<file path="src/design/scg_pkg.sv">
// Shared constants of the system clock select and gear block
package scg_pkg;

  // Register byte offsets on the Wishbone bus
  localparam logic [7:0] SRC_SEL_OFS  = 8'h00;
  localparam logic [7:0] OSC_CTL_OFS  = 8'h04;
  localparam logic [7:0] WAIT_ON_OFS  = 8'h08;
  localparam logic [7:0] RC_CTL_OFS   = 8'h0c;
  localparam logic [7:0] GEAR_CTL_OFS = 8'h10;
  localparam logic [7:0] STATUS_OFS   = 8'h14;

  // Oscillator indices
  localparam int OSC_N    = 3;
  localparam int RC_IDX   = 0;
  localparam int SLOW_IDX = 1;
  localparam int FAST_IDX = 2;

  // Source selector codes
  localparam logic [1:0] SRC_RC   = 2'h0;
  localparam logic [1:0] SRC_SLOW = 2'h1;
  localparam logic [1:0] SRC_FAST = 2'h2;
  localparam logic [1:0] SRC_RSVD = 2'h3;

  // Field positions in the oscillator control register
  localparam int RC_ON_BIT   = 0;
  localparam int FAST_ON_BIT = 1;
  localparam int SLOW_ON_BIT = 2;
  localparam int RC_WT_LSB   = 4;
  localparam int FAST_WT_LSB = 6;

  // Field positions in the wait circuit enable register
  localparam int FAST_WCE_BIT = 0;
  localparam int SLOW_WCE_BIT = 1;

  // Field positions in the status register
  localparam int STAT_RDY_LSB  = 0;
  localparam int STAT_HALT_BIT = 4;
  localparam int STAT_SLP_BIT  = 5;

  // Reset values
  localparam logic [1:0] RC_FREQ_RST = 2'h1;
  localparam logic [1:0] RC_WT_RST   = 2'h0;
  localparam logic [1:0] FAST_WT_RST = 2'h0;
  localparam logic [1:0] GEAR_RST    = 2'h0;

  // Stabilisation wait counts, in oscillator cycles
  localparam int WAIT_W = 11;
  localparam logic [WAIT_W-1:0] RC_WAIT_BASE   = 11'h008;
  localparam logic [WAIT_W-1:0] FAST_WAIT_BASE = 11'h080;
  localparam logic [WAIT_W-1:0] SLOW_WAIT      = 11'h100;

  // Width of the gear divider limit for codes 0..3 (ratio minus one)
  localparam int GEAR_W = 3;

endpackage : scg_pkg

</file>
<file path="src/design/scg_osc_if.sv">
// Signals between the clock block and one oscillator wait unit
`timescale 1ns/1ps
`default_nettype none
interface scg_osc_if;
  import scg_pkg::*;
  logic              run;
  logic              tick;
  logic              wait_on;
  logic [WAIT_W-1:0] wait_cnt;
  logic              ready;

  modport ctrl (output run, output tick, output wait_on, output wait_cnt, input ready);
  modport unit (input run, input tick, input wait_on, input wait_cnt, output ready);
endinterface : scg_osc_if
`default_nettype wire

</file>
<file path="src/design/scg_osc_wait.sv">
// Oscillation stabilisation wait counter for one oscillator
`timescale 1ns/1ps
`default_nettype none
module scg_osc_wait (
  input  wire logic  clk_i,
  input  wire logic  rst_i,
  scg_osc_if.unit    osc
);
  import scg_pkg::*;

  logic [WAIT_W-1:0] cnt;
  logic [WAIT_W-1:0] next_cnt;
  logic              rdy;
  logic              next_rdy;

  // Count oscillator cycles after start; a stop restarts the wait
  always_comb begin
    next_cnt = cnt;
    next_rdy = rdy;
    if (!osc.run) begin
      next_cnt = '0;
      next_rdy = 1'b0;
    end else if (!osc.wait_on) begin
      next_rdy = 1'b1;
    end else if (osc.tick && !rdy) begin
      next_cnt = cnt + 1'b1;
      if (next_cnt >= osc.wait_cnt) begin
        next_rdy = 1'b1;
      end
    end
  end

  // State registers
  always_ff @(posedge clk_i) begin
    if (rst_i) begin
      cnt <= '0;
      rdy <= 1'b0;
    end else begin
      cnt <= next_cnt;
      rdy <= next_rdy;
    end
  end

  // Clock withheld until ready
  assign osc.ready = rdy;

endmodule : scg_osc_wait
`default_nettype wire

</file>
<file path="src/design/scg_clock_gen.sv">
// System clock source select, stabilisation waits, core gear and halt/sleep
// Operation
// - Two-bit RC frequency select, resets to 1
// - RC runs when enabled, stops in sleep
// - RC variant resets with RC enabled, selected
// - Sleep exit forces RC on and selected
// - RC start wait 64/32/16/8 cycles by code
// - Two-bit source selector, 3 reserved
// - Reset source: fast crystal or RC by variant
// - Selecting a stopped oscillator is ignored
// - Selected oscillator cannot be switched off
// - Halt exit keeps oscillator and source setup
// - Core gear divides by 1/2/4/8
// - Halt stops core clock only
// - Reset or any interrupt ends halt
// - Sleep stops all clocks; external interrupt wakes
// - Fast crystal wait 128..1024 cycles by code
// - Slow crystal fixed 256-cycle start wait
// - Crystal wait circuits enabled at reset, bypassable
`timescale 1ns/1ps
`default_nettype none
module scg_clock_gen #(
  parameter bit HAS_RC = 1'b1
) (
  input  wire logic        clk_i,
  input  wire logic        rst_i,
  // Wishbone classic slave
  input  wire logic        wb_cyc_i,
  input  wire logic        wb_stb_i,
  input  wire logic        wb_we_i,
  input  wire logic [7:0]  wb_adr_i,
  input  wire logic [3:0]  wb_sel_i,
  input  wire logic [31:0] wb_dat_i,
  output logic      [31:0] wb_dat_o,
  output logic             wb_ack_o,
  // Oscillator outputs as seen on pins, asynchronous to clk_i
  input  wire logic        rc_osc_clk_i,
  input  wire logic        slow_crystal_osc_clk_i,
  input  wire logic        fast_crystal_osc_clk_i,
  // Core and interrupt events, same clock
  input  wire logic        halt_req_i,
  input  wire logic        sleep_req_i,
  input  wire logic        nmi_i,
  input  wire logic        irq_i,
  input  wire logic        ext_irq_i,
  // Oscillator controls
  output logic             rc_osc_run_o,
  output logic             slow_xtal_run_o,
  output logic             fast_xtal_run_o,
  output logic      [1:0]  rc_freq_select_o,
  // Generated clock enables
  output logic             sysclk_en_o,
  output logic             core_clock_en_o
);
  import scg_pkg::*;

  // Control state
  logic [1:0] sysclk_source_select, next_sysclk_source_select;
  logic [2:0] osc_on, next_osc_on;               // Indexed by oscillator
  logic [1:0] rc_wait_select, next_rc_wait_select;
  logic [1:0] fast_xtal_wait_select, next_fast_xtal_wait_select;
  logic       fast_xtal_wait_on, next_fast_xtal_wait_on;
  logic       slow_xtal_wait_on, next_slow_xtal_wait_on;
  logic [1:0] rc_freq_select, next_rc_freq_select;
  logic [1:0] core_gear_select, next_core_gear_select;
  logic       halted, next_halted;
  logic       sleeping, next_sleeping;

  // Bus state
  logic        ack, next_ack;
  logic [31:0] rdata, next_rdata;

  // Clock state
  logic [GEAR_W-1:0] gear_cnt, next_gear_cnt;
  logic [GEAR_W-1:0] gear_lim, next_gear_lim;
  logic              sys_en, next_sys_en;
  logic              core_en, next_core_en;

  // Pin synchronisers and edge detection
  logic [OSC_N-1:0] osc_pin;
  logic [OSC_N-1:0] sync1, sync2, sync3;
  logic [OSC_N-1:0] tick;
  logic [OSC_N-1:0] ready;
  logic [OSC_N-1:0] run;

  // Request decode
  logic wr_req;
  logic rd_req;

  assign osc_pin = {fast_crystal_osc_clk_i, slow_crystal_osc_clk_i, rc_osc_clk_i};
  // Two flops before any logic, third flop only for edge detection
  always_ff @(posedge clk_i) begin
    if (rst_i) begin
      sync1 <= '0;
      sync2 <= '0;
      sync3 <= '0;
    end else begin
      sync1 <= osc_pin;
      sync2 <= sync1;
      sync3 <= sync2;
    end
  end
  assign tick = sync2 & ~sync3;
  assign run = osc_on & {OSC_N{~sleeping}};

  // One wait unit per oscillator
  genvar gi;
  generate
    for (gi = 0; gi < OSC_N; gi++) begin : g_osc
      scg_osc_if oif ();
      assign oif.run  = run[gi];
      assign oif.tick = tick[gi];
      if (gi == RC_IDX) begin : g_rc
        assign oif.wait_on  = 1'b1;
        assign oif.wait_cnt = RC_WAIT_BASE << (2'h3 - rc_wait_select);
      end else if (gi == FAST_IDX) begin : g_fast
        assign oif.wait_on  = fast_xtal_wait_on;
        assign oif.wait_cnt = FAST_WAIT_BASE << (2'h3 - fast_xtal_wait_select);
      end else begin : g_slow
        assign oif.wait_on  = slow_xtal_wait_on;
        assign oif.wait_cnt = SLOW_WAIT;
      end
      assign ready[gi] = oif.ready;
      scg_osc_wait u_wait (
        .clk_i (clk_i),
        .rst_i (rst_i),
        .osc   (oif.unit)
      );
    end
  endgenerate
  assign wr_req = wb_cyc_i && wb_stb_i && wb_we_i && !ack;
  assign rd_req = wb_cyc_i && wb_stb_i && !wb_we_i && !ack;

  // Register writes, mode changes and the guarded source switch
  always_comb begin
    logic [1:0] req_src;
    logic       src_ok;
    logic [2:0] req_on;
    req_src = wb_dat_i[1:0];
    src_ok  = 1'b0;
    req_on  = osc_on;
    next_sysclk_source_select  = sysclk_source_select;
    next_osc_on                = osc_on;
    next_rc_wait_select        = rc_wait_select;
    next_fast_xtal_wait_select = fast_xtal_wait_select;
    next_fast_xtal_wait_on     = fast_xtal_wait_on;
    next_slow_xtal_wait_on     = slow_xtal_wait_on;
    next_rc_freq_select        = rc_freq_select;
    next_core_gear_select      = core_gear_select;
    next_halted                = halted;
    next_sleeping              = sleeping;
    if (wr_req && wb_sel_i[0]) begin
      case (wb_adr_i)
        SRC_SEL_OFS: begin
          case (req_src)
            SRC_RC:   src_ok = HAS_RC && osc_on[RC_IDX];
            SRC_SLOW: src_ok = osc_on[SLOW_IDX];
            SRC_FAST: src_ok = osc_on[FAST_IDX];
            default:  src_ok = 1'b0;
          endcase
          if (src_ok) begin
            next_sysclk_source_select = req_src;
          end
        end
        OSC_CTL_OFS: begin
          req_on[RC_IDX]   = wb_dat_i[RC_ON_BIT] && HAS_RC;
          req_on[FAST_IDX] = wb_dat_i[FAST_ON_BIT];
          req_on[SLOW_IDX] = wb_dat_i[SLOW_ON_BIT];
          case (sysclk_source_select)
            SRC_RC:   req_on[RC_IDX]   = 1'b1;
            SRC_SLOW: req_on[SLOW_IDX] = 1'b1;
            SRC_FAST: req_on[FAST_IDX] = 1'b1;
            default:  req_on = req_on;
          endcase
          next_osc_on                = req_on;
          next_rc_wait_select        = wb_dat_i[RC_WT_LSB +: 2];
          next_fast_xtal_wait_select = wb_dat_i[FAST_WT_LSB +: 2];
        end
        WAIT_ON_OFS: begin
          next_fast_xtal_wait_on = wb_dat_i[FAST_WCE_BIT];
          next_slow_xtal_wait_on = wb_dat_i[SLOW_WCE_BIT];
        end
        RC_CTL_OFS:   next_rc_freq_select   = wb_dat_i[1:0];
        GEAR_CTL_OFS: next_core_gear_select = wb_dat_i[1:0];
        default:      next_halted = halted;
      endcase
    end
    if (halt_req_i && !sleeping) begin
      next_halted = 1'b1;
    end
    // Any interrupt ends halt; setup left intact
    if (halted && (nmi_i || irq_i || ext_irq_i)) begin
      next_halted = 1'b0;
    end
    if (sleep_req_i) begin
      next_sleeping = 1'b1;
    end
    if (sleeping && ext_irq_i) begin
      next_sleeping = 1'b0;
      next_halted   = 1'b0;
      if (HAS_RC) begin
        next_osc_on[RC_IDX]       = 1'b1;
        next_sysclk_source_select = SRC_RC;
      end
    end
  end

  // Read data and one-cycle acknowledge; unmapped reads give zero
  always_comb begin
    next_ack   = wb_cyc_i && wb_stb_i && !ack;
    next_rdata = rdata;
    if (rd_req) begin
      next_rdata = 32'h0000_0000;
      case (wb_adr_i)
        SRC_SEL_OFS:  next_rdata[1:0] = sysclk_source_select;
        OSC_CTL_OFS: begin
          next_rdata[RC_ON_BIT]         = osc_on[RC_IDX];
          next_rdata[FAST_ON_BIT]       = osc_on[FAST_IDX];
          next_rdata[SLOW_ON_BIT]       = osc_on[SLOW_IDX];
          next_rdata[RC_WT_LSB +: 2]    = rc_wait_select;
          next_rdata[FAST_WT_LSB +: 2]  = fast_xtal_wait_select;
        end
        WAIT_ON_OFS: begin
          next_rdata[FAST_WCE_BIT] = fast_xtal_wait_on;
          next_rdata[SLOW_WCE_BIT] = slow_xtal_wait_on;
        end
        RC_CTL_OFS:   next_rdata[1:0] = rc_freq_select;
        GEAR_CTL_OFS: next_rdata[1:0] = core_gear_select;
        STATUS_OFS: begin
          next_rdata[STAT_RDY_LSB +: OSC_N] = ready;
          next_rdata[STAT_HALT_BIT]         = halted;
          next_rdata[STAT_SLP_BIT]          = sleeping;
        end
        default: next_rdata = 32'h0000_0000;
      endcase
    end
  end

  // System tick and geared core tick
  always_comb begin
    logic sel_tick;
    sel_tick = 1'b0;
    case (sysclk_source_select)
      SRC_RC:   sel_tick = tick[RC_IDX] && ready[RC_IDX];
      SRC_SLOW: sel_tick = tick[SLOW_IDX] && ready[SLOW_IDX];
      SRC_FAST: sel_tick = tick[FAST_IDX] && ready[FAST_IDX];
      default:  sel_tick = 1'b0;
    endcase
    // Whole source periods only, no runts
    next_sys_en   = sel_tick && !sleeping;
    next_gear_cnt = gear_cnt;
    next_gear_lim = gear_lim;
    next_core_en  = 1'b0;
    if (next_sys_en) begin
      if (gear_cnt == gear_lim) begin
        next_gear_cnt = '0;
        // Gear ratio; new ratio only at wrap
        next_gear_lim = GEAR_W'((4'h1 << core_gear_select) - 4'h1);
      end else begin
        next_gear_cnt = gear_cnt + 1'b1;
      end
      next_core_en = (gear_cnt == '0) && !halted;
    end
  end

  // Registers of all state groups
  always_ff @(posedge clk_i) begin
    if (rst_i) begin
      sysclk_source_select  <= HAS_RC ? SRC_RC : SRC_FAST;
      osc_on                <= HAS_RC ? 3'h1 : 3'h4;
      rc_wait_select        <= RC_WT_RST;
      fast_xtal_wait_select <= FAST_WT_RST;
      fast_xtal_wait_on     <= 1'b1;
      slow_xtal_wait_on     <= 1'b1;
      rc_freq_select        <= RC_FREQ_RST;
      core_gear_select      <= GEAR_RST;
      halted                <= 1'b0;
      sleeping              <= 1'b0;
      ack                   <= 1'b0;
      rdata                 <= 32'h0000_0000;
      gear_cnt              <= '0;
      gear_lim              <= '0;
      sys_en                <= 1'b0;
      core_en               <= 1'b0;
    end else begin
      sysclk_source_select  <= next_sysclk_source_select;
      osc_on                <= next_osc_on;
      rc_wait_select        <= next_rc_wait_select;
      fast_xtal_wait_select <= next_fast_xtal_wait_select;
      fast_xtal_wait_on     <= next_fast_xtal_wait_on;
      slow_xtal_wait_on     <= next_slow_xtal_wait_on;
      rc_freq_select        <= next_rc_freq_select;
      core_gear_select      <= next_core_gear_select;
      halted                <= next_halted;
      sleeping              <= next_sleeping;
      ack                   <= next_ack;
      rdata                 <= next_rdata;
      gear_cnt              <= next_gear_cnt;
      gear_lim              <= next_gear_lim;
      sys_en                <= next_sys_en;
      core_en               <= next_core_en;
    end
  end

  // Outputs from flops; oscillator run outputs are osc_on gated by sleeping
  assign wb_ack_o         = ack;
  assign wb_dat_o         = rdata;
  assign rc_osc_run_o     = run[RC_IDX];
  assign slow_xtal_run_o  = run[SLOW_IDX];
  assign fast_xtal_run_o  = run[FAST_IDX];
  assign rc_freq_select_o = rc_freq_select;
  assign sysclk_en_o      = sys_en;
  assign core_clock_en_o  = core_en;
endmodule : scg_clock_gen
`default_nettype wire

</file>
<file path="config.mk">
export PLATFORM = sky130hd
export DESIGN_NAME = scg_clock_gen
export DESIGN_NICKNAME = d
export VERILOG_FILES = /design/src/design/scg_pkg.sv /design/src/design/scg_osc_if.sv /design/src/design/scg_osc_wait.sv /design/src/design/scg_clock_gen.sv
export SDC_FILE = /design/constraint.sdc
export NUM_CORES = 1
export LEC_CHECK = 0
export BUFFER_PORTS_ARGS = -buffer_cell sky130_fd_sc_hd__clkbuf_2
export CAP_MARGIN = 20
export CORE_ASPECT_RATIO = 0.7
export CORE_MARGIN = 2
export CORE_UTILIZATION = 40
export DETAILED_ROUTE_END_ITERATION = 12
export MAX_ROUTING_LAYER = met4
export PLACE_DENSITY = 0.65
export SLEW_MARGIN = 20
export SYNTH_ARGS = -nofsm -noshare
export SYNTH_HDL_FRONTEND = slang
export SYNTH_SLANG_ARGS = --single-unit
</file>
<file path="constraint.sdc">
create_clock -name clk_i -period 1.98 [get_ports clk_i]
set_input_delay 0 -clock clk_i [delete_from_list [all_inputs] [get_ports clk_i]]
set_output_delay 0 -clock clk_i [all_outputs]
set_load 0.005 [all_outputs]
</file>
==> run summary, run 1 <==
Status - finished, violations left
Failing checks - hold timing
Crit path top cell by count - o21a_1
Clock skew - 0.004760 ns
Register area share after synthesis - 39.20%
Clk_lat worst skew - 0.33 ns
HPWL after DPL - 6.025 mm
Die width - 123.3 microns
Min Tclk post-route - 1.850 ns
GRT overflow - 0
Vias in the first global route - 2784
P_leak - 1.969 nW
Clock Sinks - 78
Yosys top cell by area - dfxtp_1
Clock buffer depth - 2
PD cells - 755.0 mW/mm^2
Fillers - 934
Hold_ws - -0.002946 ns
Standard-cell row count - 30
Synth top area share - 39.20%
Worst Hold Class - primary input to flip-flop
Reg2reg path depth - 8
Initial Util - 41.14%
Max Fclk - 0.5406 GHz
Final Hold Viols - 1
VDD IR max - 0.4063 mV
CP delay by family, top - compound AO/OA/AOI/OAI gates
Clock root buffer - clkbuf_16
Routability cong. - 0.8107
Critical path arrival - 2.05 ns
# setup viols final - 0
Antenna violation net count after detailed routing - 0
Synth Register Bits - 78
Max_slew headroom - 58.26%
Hold_sp - wb_dat_i[2]
Synth unique cells - 51
Critical path launch point type - flip-flop
CTS buffer count - 9
Post-CTS Setup Inserts - 0
GRT Util Overall - 16.36%
Routed vias - 3144
Reg2reg setup slack - 0.13 ns
Clock transition at the registers of the reported paths - 0.06 ns
Reg-to-Reg End - g_osc[2].u_wait.osc.ready
Post-synthesis instance total - 451
First-pass GRT wire length - 13.25 mm
Synth Area per Inst - 8.833 sq um
First-pass DRT Iterations - 4
Number of port buffers - 43
Asr flop ratio synth - 0%
Hold path endpoint - osc_on[1]
Final #Nets - 586
Worst r2r src - g_osc[2].u_wait.cnt[3]
Ratio of cells with drive above 1 in the final layout - 18.85%
Ant diodes - 0
Synth warn - 0
Post-synth EDFFs - 0
Dpl ws - 0.01306 ns
H-tree depth - 3
Critical Path Sink Type - flip-flop
Syn-to-layout area delta - 20.01%
Worst-Margin Slew - 0.6248 ns
Chip height - 87.50 microns
Crit path buf inv count - 0
Max_cap viols - 0
CTS tree - yes
Max Slew Vio Count - 0
Top FF cell, synth - dfxtp_1
WL final - 8.276 mm
Via density - 4.852
Worst path max stage delay - 0.34 ns
Wirelength per Cell - 12.77 microns
Mapped Area - 0.003984 sq mm
Core Area - 0.009684 sq mm
DIE AREA - 0.01079 sq mm
Ports - 97
CP Data Required Time - 2.18 ns
CP Cell Sequence - nand4_1 > or2_4 > xnor2_2 > ha_1 > o21a_1 > o21a_1 > o21ai_1 > a221oi_1
Initial antenna violation count - 0
Top cells by area, synth - dfxtp_1 (39%), nor2_1 (6.4%), buf_4 (4.7%), xor2_1 (4.6%), mux2i_1 (4.5%)
Critical path class - flip-flop to flip-flop
DRC errors left - 0
Worst-path fanout max - 4
Slowest-stage cell, CP - dfxtp_1
Period Utilization, post-route - 93.43%
Hold path cells - 3
DR iter-0 viols - 219
Core Util, Final - 49.37%
Setup WS post-layout - 0.1300 ns
Largest net degree at the start of global routing - 35
-- stage by stage --
step | cells | setup TNS, ns | power [mW] | cell area, sq um | hold WS [ns]
3_3_place_gp | 623 | 0 | 1.776 | 4313 | 0.2161
5_1_grt | 648 | -0.006822 | 3.747 | 4781 | 0.03053
4_1_cts | 648 | 0 | 3.639 | 4746 | 0.001949
3_5_place_dp | 623 | 0 | 1.778 | 4313 | 0.2206
6_report | 648 | 0 | 3.610 | 4781 | -0.002946
2_1_floorplan | 475 | 0 | 1.755 | 4074 | 0.1158
-- power by group --
group	internal (mW)	total (mW)	switching [mW]	leakage, nW
combinational	0.0697	0.164	0.0942	1.17
clock	1.21	1.85	0.641	0.165
sequential	1.58	1.59	0.0118	0.631
total	2.86	3.61	0.747	1.97
-- worst register-to-register path, delay by kind of cell (launching register included) --
| family | cells | cell delay [ns] |
|---|---|---|
| XOR/XNOR | 1 | 0.14 |
| AND/OR/NAND/NOR | 2 | 0.42 |
| AO/OA/AOI/OAI | 4 | 0.54 |
| adder cells (fa/ha/maj) | 1 | 0.28 |
| flip-flops | 1 | 0.34 |
-- synthesized netlist by cell type, drive strengths merged (2+ instances only) --
cell,instances
dfxtp,78
nor2,70
nand2,34
buf,33
nand3,22
xor2,21
nor2b,20
xnor2,20
mux2i,18
a21oi,14
ha,14
o21ai,14
nand4,12
nor3,11
and3,7
clkbuf,7
nand2b,7
a211o,4
a31oi,4
inv,4
nand4b,4
nor4bb,3
or2,3
a22o,2
a22oi,2
and4,2
mux4,2
nor4,2
o21a,2
or3,2
-- logic make-up (layout without fill, tap and decap cells) --
kind of cell	after synthesis	after routing	synth area share, %
XOR/XNOR	41	41	9.014
other	1	25	0.09413
AND/OR/NAND/NOR	204	204	27.04
AO/OA/AOI/OAI	49	49	7.601
flip-flops	78	78	39.20
buffers and inverters	44	89	7.004
adder cells (fa/ha/maj)	14	14	4.397
multiplexers	20	20	5.653
-- routing by layer --
metal | routed length [microns] | track usage (%) | vias to the layer above
li1 | - | - | 1626
met1 | 4220 | 22.44 | 1431
met2 | 3463 | 22.78 | 85
met3 | 560 | 5.039 | 2
met4 | 31 | 5.269 | 0
met5 | 0 | - | -
-- how the worst max path moves through the flow --
stage / startpoint / endpoint / slack [ns] / depth (start not counted)
detailed placement: g_osc[2].u_wait.cnt[0] / g_osc[2].u_wait.osc.ready / 0.01 / 8
global placement: g_osc[2].u_wait.cnt[0] / g_osc[2].u_wait.osc.ready / 0.08 / 8
finish: g_osc[2].u_wait.cnt[3] / g_osc[2].u_wait.osc.ready / 0.13 / 8
floorplan: g_osc[2].u_wait.cnt[2] / g_osc[2].u_wait.osc.ready / 0.11 / 8
CTS: g_osc[2].u_wait.cnt[0] / g_osc[2].u_wait.osc.ready / 0.003 / 8
global route: g_osc[0].u_wait.cnt[0] / g_osc[0].u_wait.osc.ready / -0.007 / 9
-- flip-flops by register name, indices dropped and copies added (netlist names), 2 cells and up --
signal	count
g_osc.u_wait.cnt	33
wb_dat_o	7
g_osc.u_wait.osc.ready	3
gear_cnt	3
gear_lim	3
osc_on	3
sync1	3
sync2	3
sync3	3
core_gear_select	2
fast_xtal_wait_select	2
rc_freq_select_o	2
rc_wait_select	2
sysclk_source_select	2
-- cell usage in the layout (no fill, tap or decap), types with 14 or more instances in the layout --
cell type,instances
dfxtp_1,76
nor2_1,67
clkbuf_2,43
nand2_1,34
conb_1,25
xor2_1,21
nand3_1,20
nor2b_1,20
xnor2_1,18
mux2i_1,18
buf_4,17
a21oi_1,14
-- what timing repair did --
| item | CTS | global route |
|---|---|---|
| gates resized for setup | 0 | 11 |
| endpoints found under the setup margin | 0 | 2 |
| hold buffers | 9 | 0 |
| hold endpoints to repair | 9 | 0 |
-- cell type report --
class	instances	area, sq um	share of cell area, %
timing repair buffer	69	432.9	9.055
clock buffer	12	266.5	5.574
sequential	78	1564	32.71
clock inverter	4	76.32	1.596
inverter	4	15.01	0.3141
multi-input combinational	353	2266	47.40
tap	128	160.2	3.350
Note: power is estimated with default switching activity, not from simulation.
==> run 2: changes to the inputs <==
--- a/config.mk
+++ b/config.mk
@@ -12,8 +12,8 @@
 export CORE_UTILIZATION = 40
 export DETAILED_ROUTE_END_ITERATION = 12
 export MAX_ROUTING_LAYER = met4
-export PLACE_DENSITY = 0.65
 export SLEW_MARGIN = 20
 export SYNTH_ARGS = -nofsm -noshare
 export SYNTH_HDL_FRONTEND = slang
+export SYNTH_HIERARCHICAL = 1
 export SYNTH_SLANG_ARGS = --single-unit
==> run summary, run 2 <==
DR iter-0 viols - 200
DIE AREA - 0.01356 sq mm
Max FFs per register - 33
VDD IR max - 0.4143 mV
Clock skew - 0.009313 ns
Vias in the first global route - 4061
Placed inst area - 0.005921 sq mm
DRC errors left - 0
HPWL after DPL - 9.387 mm
Clk_lat worst skew - 0.34 ns
Worst Hold Class - primary input to flip-flop
Syn-to-layout area delta - 27.84%
WL met1 - 6.198 mm
Initial antenna violation count - 0
Post-synth EDFFs - 0
WL final - 12.07 mm
Die width - 138.3 microns
CP Data Required Time - 2.20 ns
Net Sw Power - 0.8079 mW
Worst path max stage delay - 0.37 ns
Synth warn - 6
Worst-path fanout max - 4
Non-Filler Instances - 903
Max_cap viols - 0
Synth Register Bits - 78
Commonest cells in the synthesized netlist - dfxtp_1 (78), nor2_1 (49), nand2_1 (47), inv_1 (43), ha_1 (38)
CTS tree - yes
GRT overflow - 0
# setup viols final - 3
Ant diodes - 0
Critical Path Sink Type - flip-flop
Asr flop ratio synth - 0%
Cell internal pwr - 2.728 mW
Top FF cell, synth - dfxtp_1
Max_slew headroom - 62.19%
Initial Util - 40.80%
Critical path launch point type - flip-flop
Met3 Wirelength - 532 microns
Final Hold Viols - 0
Via density - 4.883
P_leak - 2.931 nW
Wirelength per Cell - 13.36 microns
Placed insts - 872
Post-synthesis instance total - 600
Largest net degree at the start of global routing - 23
Fillers - 1126
CP delay by family, top - simple AND/OR/NAND/NOR gates
Overall power - 3.536 mW
Top cells by area, synth - dfxtp_1 (31%), ha_1 (9.4%), xnor2_1 (4.7%), buf_4 (3.7%), nor2_1 (3.6%)
Crit path buf inv count - 0
Logic pwr share - 7.3%
Core Area - 0.01238 sq mm
Reg with most FFs - g_osc.u_wait/cnt
Standard-cell row count - 34
Min Tclk post-route - 2.171 ns
Routed vias - 4409
Synth unique cells - 60
First-pass DRT Iterations - 4
Register area share after synthesis - 30.91%
GRT Util Overall - 18.88%
Setup TNS - -0.4597 ns
Critical path class - flip-flop to flip-flop
Mapped Area - 0.005051 sq mm
First-pass GRT wire length - 20.21 mm
Switching Fraction - 22.85%
Number of port buffers - 43
Most common cell after layout, fill and taps aside - dfxtp_1
Clock Sinks - 78
Final #Nets - 831
Clock buffer depth - 2
Clock root buffer - clkbuf_16
Yosys top cell by area - dfxtp_1
Status - finished, violations left
Max Fclk - 0.4607 GHz
Failing checks - setup timing
Clk pwr share - 47.7%
Worst-Margin Slew - 0.5620 ns
Ports - 97
Slowest-stage cell, CP - dfxtp_4
Seq pwr share - 45.0%
Setup WS post-layout - -0.1906 ns
H-tree depth - 3
Core Util, Final - 52.16%
Max Slew Vio Count - 0
CTS buffer count - 9
Period Utilization, post-route - 109.6%
RSZ-0062 raised after global routing - yes
Dpl ws - -0.2161 ns
Most frequent cells in the layout - dfxtp_1 (70), buf_4 (65), conb_1 (54)
Hold_ws - 0.009140 ns
Cell with the most instances after synthesis - dfxtp_1
Antenna violation net count after detailed routing - 0
CP Cell Sequence - ha_4 > nand3_4 > nor3_4 > nand3_2 > xnor2_2 > ha_1 > and3_1 > a22o_1 > o41ai_2 > o21ai_1
Max Used Layer - met4
Post-layout instance area - 0.006457 sq mm
Synth Area per Inst - 8.418 sq um
Synth top area share - 30.91%
Met2 WL - 5.264 mm
Ratio of cells with drive above 1 in the final layout - 23.75%
Chip height - 98.02 microns
Routability cong. - 0.8989
Clock transition at the registers of the reported paths - 0.06 ns
Critical path arrival - 2.39 ns
PD cells - 547.6 mW/mm^2
run 2: cell families (layout without fill, tap and decap cells):
logic type                 Yosys count  count (layout)  share of synthesized area [%]
DFF                                 78              78                          30.91
buffers and inverters               90             179                          9.536
and+or+nand+nor                    231             231                          25.89
other                                2              54                         0.1487
muxes                               14              14                          3.072
AOI/OAI and AO/OA                   99              99                          12.71
adders and majority gates           38              38                          9.413
xor gates and xnor gates            48              48                          8.323
run 2: area by class of cell:
cell class	count	area, sq um	share of cell area [%]
inverter	43	161.4	2.500
clock inverter	3	42.54	0.6588
clock buffer	13	260.3	4.030
multi-input combinational	484	3385	52.41
sequential	78	1582	24.49
tap	162	202.7	3.139
timing repair buffer	120	824.5	12.77
run 2: power by group through the flow:
stage / Clock (mW) / Combinational, mW / Sequential, mW
global route: 1.80 / 0.289 / 1.59
global placement: 0 / 0.224 / 1.63
finish: 1.69 / 0.257 / 1.59
CTS: 1.74 / 0.251 / 1.59
floorplan: 0 / 0.183 / 1.62
detailed placement: 0 / 0.229 / 1.63
run 2: path summary, 6_finish.rpt:
kind	slack, ns	start	cells after the start	endpoint
setup reg to reg	-0.19	g_osc[2].u_wait/cnt[1]	10	g_osc[2].u_wait/osc.ready
hold / removal	0.009	nmi_i	4	halted
setup / recovery	-0.19	g_osc[2].u_wait/cnt[1]	10	g_osc[2].u_wait/osc.ready
hold reg to reg	0.45	sync1[1]	1	sync2[1]
run 2: repair_timing:
action                     in CTS  in global routing
setup endpoints to repair       3                  3
resized for setup               9                  8
hold endpoints to repair       14                  0
buffers inserted                2                  2
hold buffers                   11                  0
pin swaps                       6                  5
run 2: worst reg2reg max path: stages, from the launching register on:
cell     delay [ns]
dfxtp_4        0.37
ha_4           0.15
nand3_4        0.08
nor3_4         0.15
nand3_2        0.12
xnor2_2        0.15
ha_1           0.29
and3_1         0.21
a22o_1         0.25
o41ai_2        0.18
o21ai_1        0.10
run 2: metal layers:
metal	vias to the layer above	track usage, %
met5	-	-
met1	2023	27.00
li1	2278	-
met4	0	4.239
met2	101	27.38
met3	7	3.923
==> run 3: changes to the inputs <==
--- a/config.mk
+++ b/config.mk
@@ -5,13 +5,15 @@
 export SDC_FILE = /design/constraint.sdc
 export NUM_CORES = 1
 export LEC_CHECK = 0
+export ABC_CLOCK_PERIOD_IN_PS = 1980
 export BUFFER_PORTS_ARGS = -buffer_cell sky130_fd_sc_hd__clkbuf_2
 export CAP_MARGIN = 20
 export CORE_ASPECT_RATIO = 0.7
 export CORE_MARGIN = 2
-export CORE_UTILIZATION = 40
+export CORE_UTILIZATION = 51
 export DETAILED_ROUTE_END_ITERATION = 12
 export MAX_ROUTING_LAYER = met4
+export PLACE_DENSITY = 0.77
 export SLEW_MARGIN = 20
 export SYNTH_ARGS = -nofsm -noshare
 export SYNTH_HDL_FRONTEND = slang
==> run summary, run 3 (synthesis gave the netlist of run 2 again) <==
Status - finished, violations left
Failing checks - setup timing
Core Util, Final - 65.99%
Initial antenna violation count - 0
Min Tclk post-route - 2.206 ns
Worst-Margin Slew - 0.5966 ns
Number of port buffers - 43
Overall power - 3.747 mW
GRT Util Overall - 24.63%
Max Slew Vio Count - 0
Dpl ws - -0.2250 ns
Routed vias - 4580
HPWL after DPL - 9.408 mm
RSZ-0062 raised after global routing - yes
Antenna violation net count after detailed routing - 0
Max_cap viols - 0
H-tree depth - 3
Max Fclk - 0.4534 GHz
Standard-cell row count - 30
Max_slew headroom - 60.23%
Critical Path Sink Type - flip-flop
Clock skew - 0.006972 ns
Ports - 97
Ant diodes - 0
WL final - 12.45 mm
Max FFs per register - 33
Syn-to-layout area delta - 26.03%
Net Sw Power - 0.8337 mW
VDD IR max - 0.4970 mV
CTS tree - yes
Clk pwr share - 50.8%
Critical path class - flip-flop to flip-flop
Post-layout instance area - 0.006366 sq mm
Placed inst area - 0.005848 sq mm
Wirelength per Cell - 14.46 microns
Vias in the first global route - 4286
# setup viols final - 3
DRC errors left - 0
Final Hold Viols - 0
Setup WS post-layout - -0.2258 ns
CP Data Required Time - 2.20 ns
Chip height - 87.27 microns
Setup TNS - -0.6243 ns
Seq pwr share - 42.4%
P_leak - 2.880 nW
Clock root buffer - clkbuf_16
Cell internal pwr - 2.913 mW
Ratio of cells with drive above 1 in the final layout - 22.92%
First-pass GRT wire length - 20.02 mm
Most frequent cells in the layout - dfxtp_1 (68), buf_4 (58), conb_1 (54)
Clock buffer depth - 2
Hold_ws - 0.04084 ns
Clock transition at the registers of the reported paths - 0.06 ns
DR iter-0 viols - 399
CTS buffer count - 9
Critical path arrival - 2.42 ns
Fillers - 768
Largest net degree at the start of global routing - 23
First-pass DRT Iterations - 6
Die width - 123.0 microns
Core Area - 0.009647 sq mm
Worst Hold Class - primary input to flip-flop
Critical path launch point type - flip-flop
DIE AREA - 0.01073 sq mm
Initial Util - 52.36%
Switching Fraction - 22.25%
Period Utilization, post-route - 111.4%
Clk_lat worst skew - 0.34 ns
Routability cong. - 0.9216
Worst-path fanout max - 4
Placed insts - 834
GRT overflow - 0
Non-Filler Instances - 861
Logic pwr share - 6.9%
Post-CTS Setup Inserts - 0
Most common cell after layout, fill and taps aside - dfxtp_1
Via density - 5.319
Reg with most FFs - g_osc.u_wait/cnt
Clock Sinks - 78
Final #Nets - 823
PD cells - 588.6 mW/mm^2
[run 3: changes by cell type in the layout (fill, tap and decap cells not counted), sizes merged]
cell | previous run | this run
clkinv | 1 | 2
buf | 66 | 58
clkbuf | 56 | 52
clkinvlp | 1 | 2
bufinv | 1 | 3
[run 3: area by class of cell]
| class | instances | area (sq um) | area share (%) |
|---|---|---|---|
| flip-flops and latches | 78 | 1589 | 24.96 |
| clock inverters | 7 | 122.6 | 1.926 |
| repair buffers | 112 | 760.7 | 11.95 |
| multi-input cells | 484 | 3347 | 52.57 |
| clock buffers | 9 | 225.2 | 3.538 |
| inverters | 43 | 161.4 | 2.535 |
| well taps | 128 | 160.2 | 2.516 |
[run 3: per-layer routing]
metal | global-route usage (%) | vias up | part of all wire [%]
li1 | - | 2257 | -
met5 | - | - | 0
met1 | 31.54 | 2105 | 46
met4 | 9.091 | 0 | 2.0
met2 | 38.07 | 188 | 46
met3 | 5.628 | 30 | 6.8
[run 3: power groups by stage]
stage | Clock [mW] | Sequential [mW] | Combinational (mW)
floorplan | 0 | 1.62 | 0.183
global placement | 0 | 1.63 | 0.217
detailed placement | 0 | 1.63 | 0.224
CTS | 1.92 | 1.59 | 0.245
global route | 2.00 | 1.59 | 0.286
finish | 1.90 | 1.59 | 0.257
[run 3: path summary, 6_finish.rpt]
check	slack [ns]	depth (start not counted)	from	endpoint
max	-0.23	10	g_osc[0].u_wait/cnt[0]	g_osc[0].u_wait/osc.ready
min	0.04	3	wb_dat_i[2]	osc_on[1]
max reg2reg	-0.23	10	g_osc[0].u_wait/cnt[0]	g_osc[0].u_wait/osc.ready
min reg2reg	0.43	1	sync1[0]	sync2[0]
[run 3: repair_timing]
item | in CTS | in global routing
setup endpoints to repair | 3 | 3
hold endpoints to repair | 14 | 0
hold buffers | 11 | 0
resized for setup | 9 | 6
[run 3: worst max-delay path, stage by stage (launching register included)]
cell and delay (ns):
dfxtp_4 0.37, ha_4 0.14, nand3_4 0.10, nor3_4 0.18
buf_4 0.15, xor2_1 0.16, ha_1 0.26, and3_4 0.18
a22o_1 0.24, o41ai_2 0.19, o21ai_1 0.11
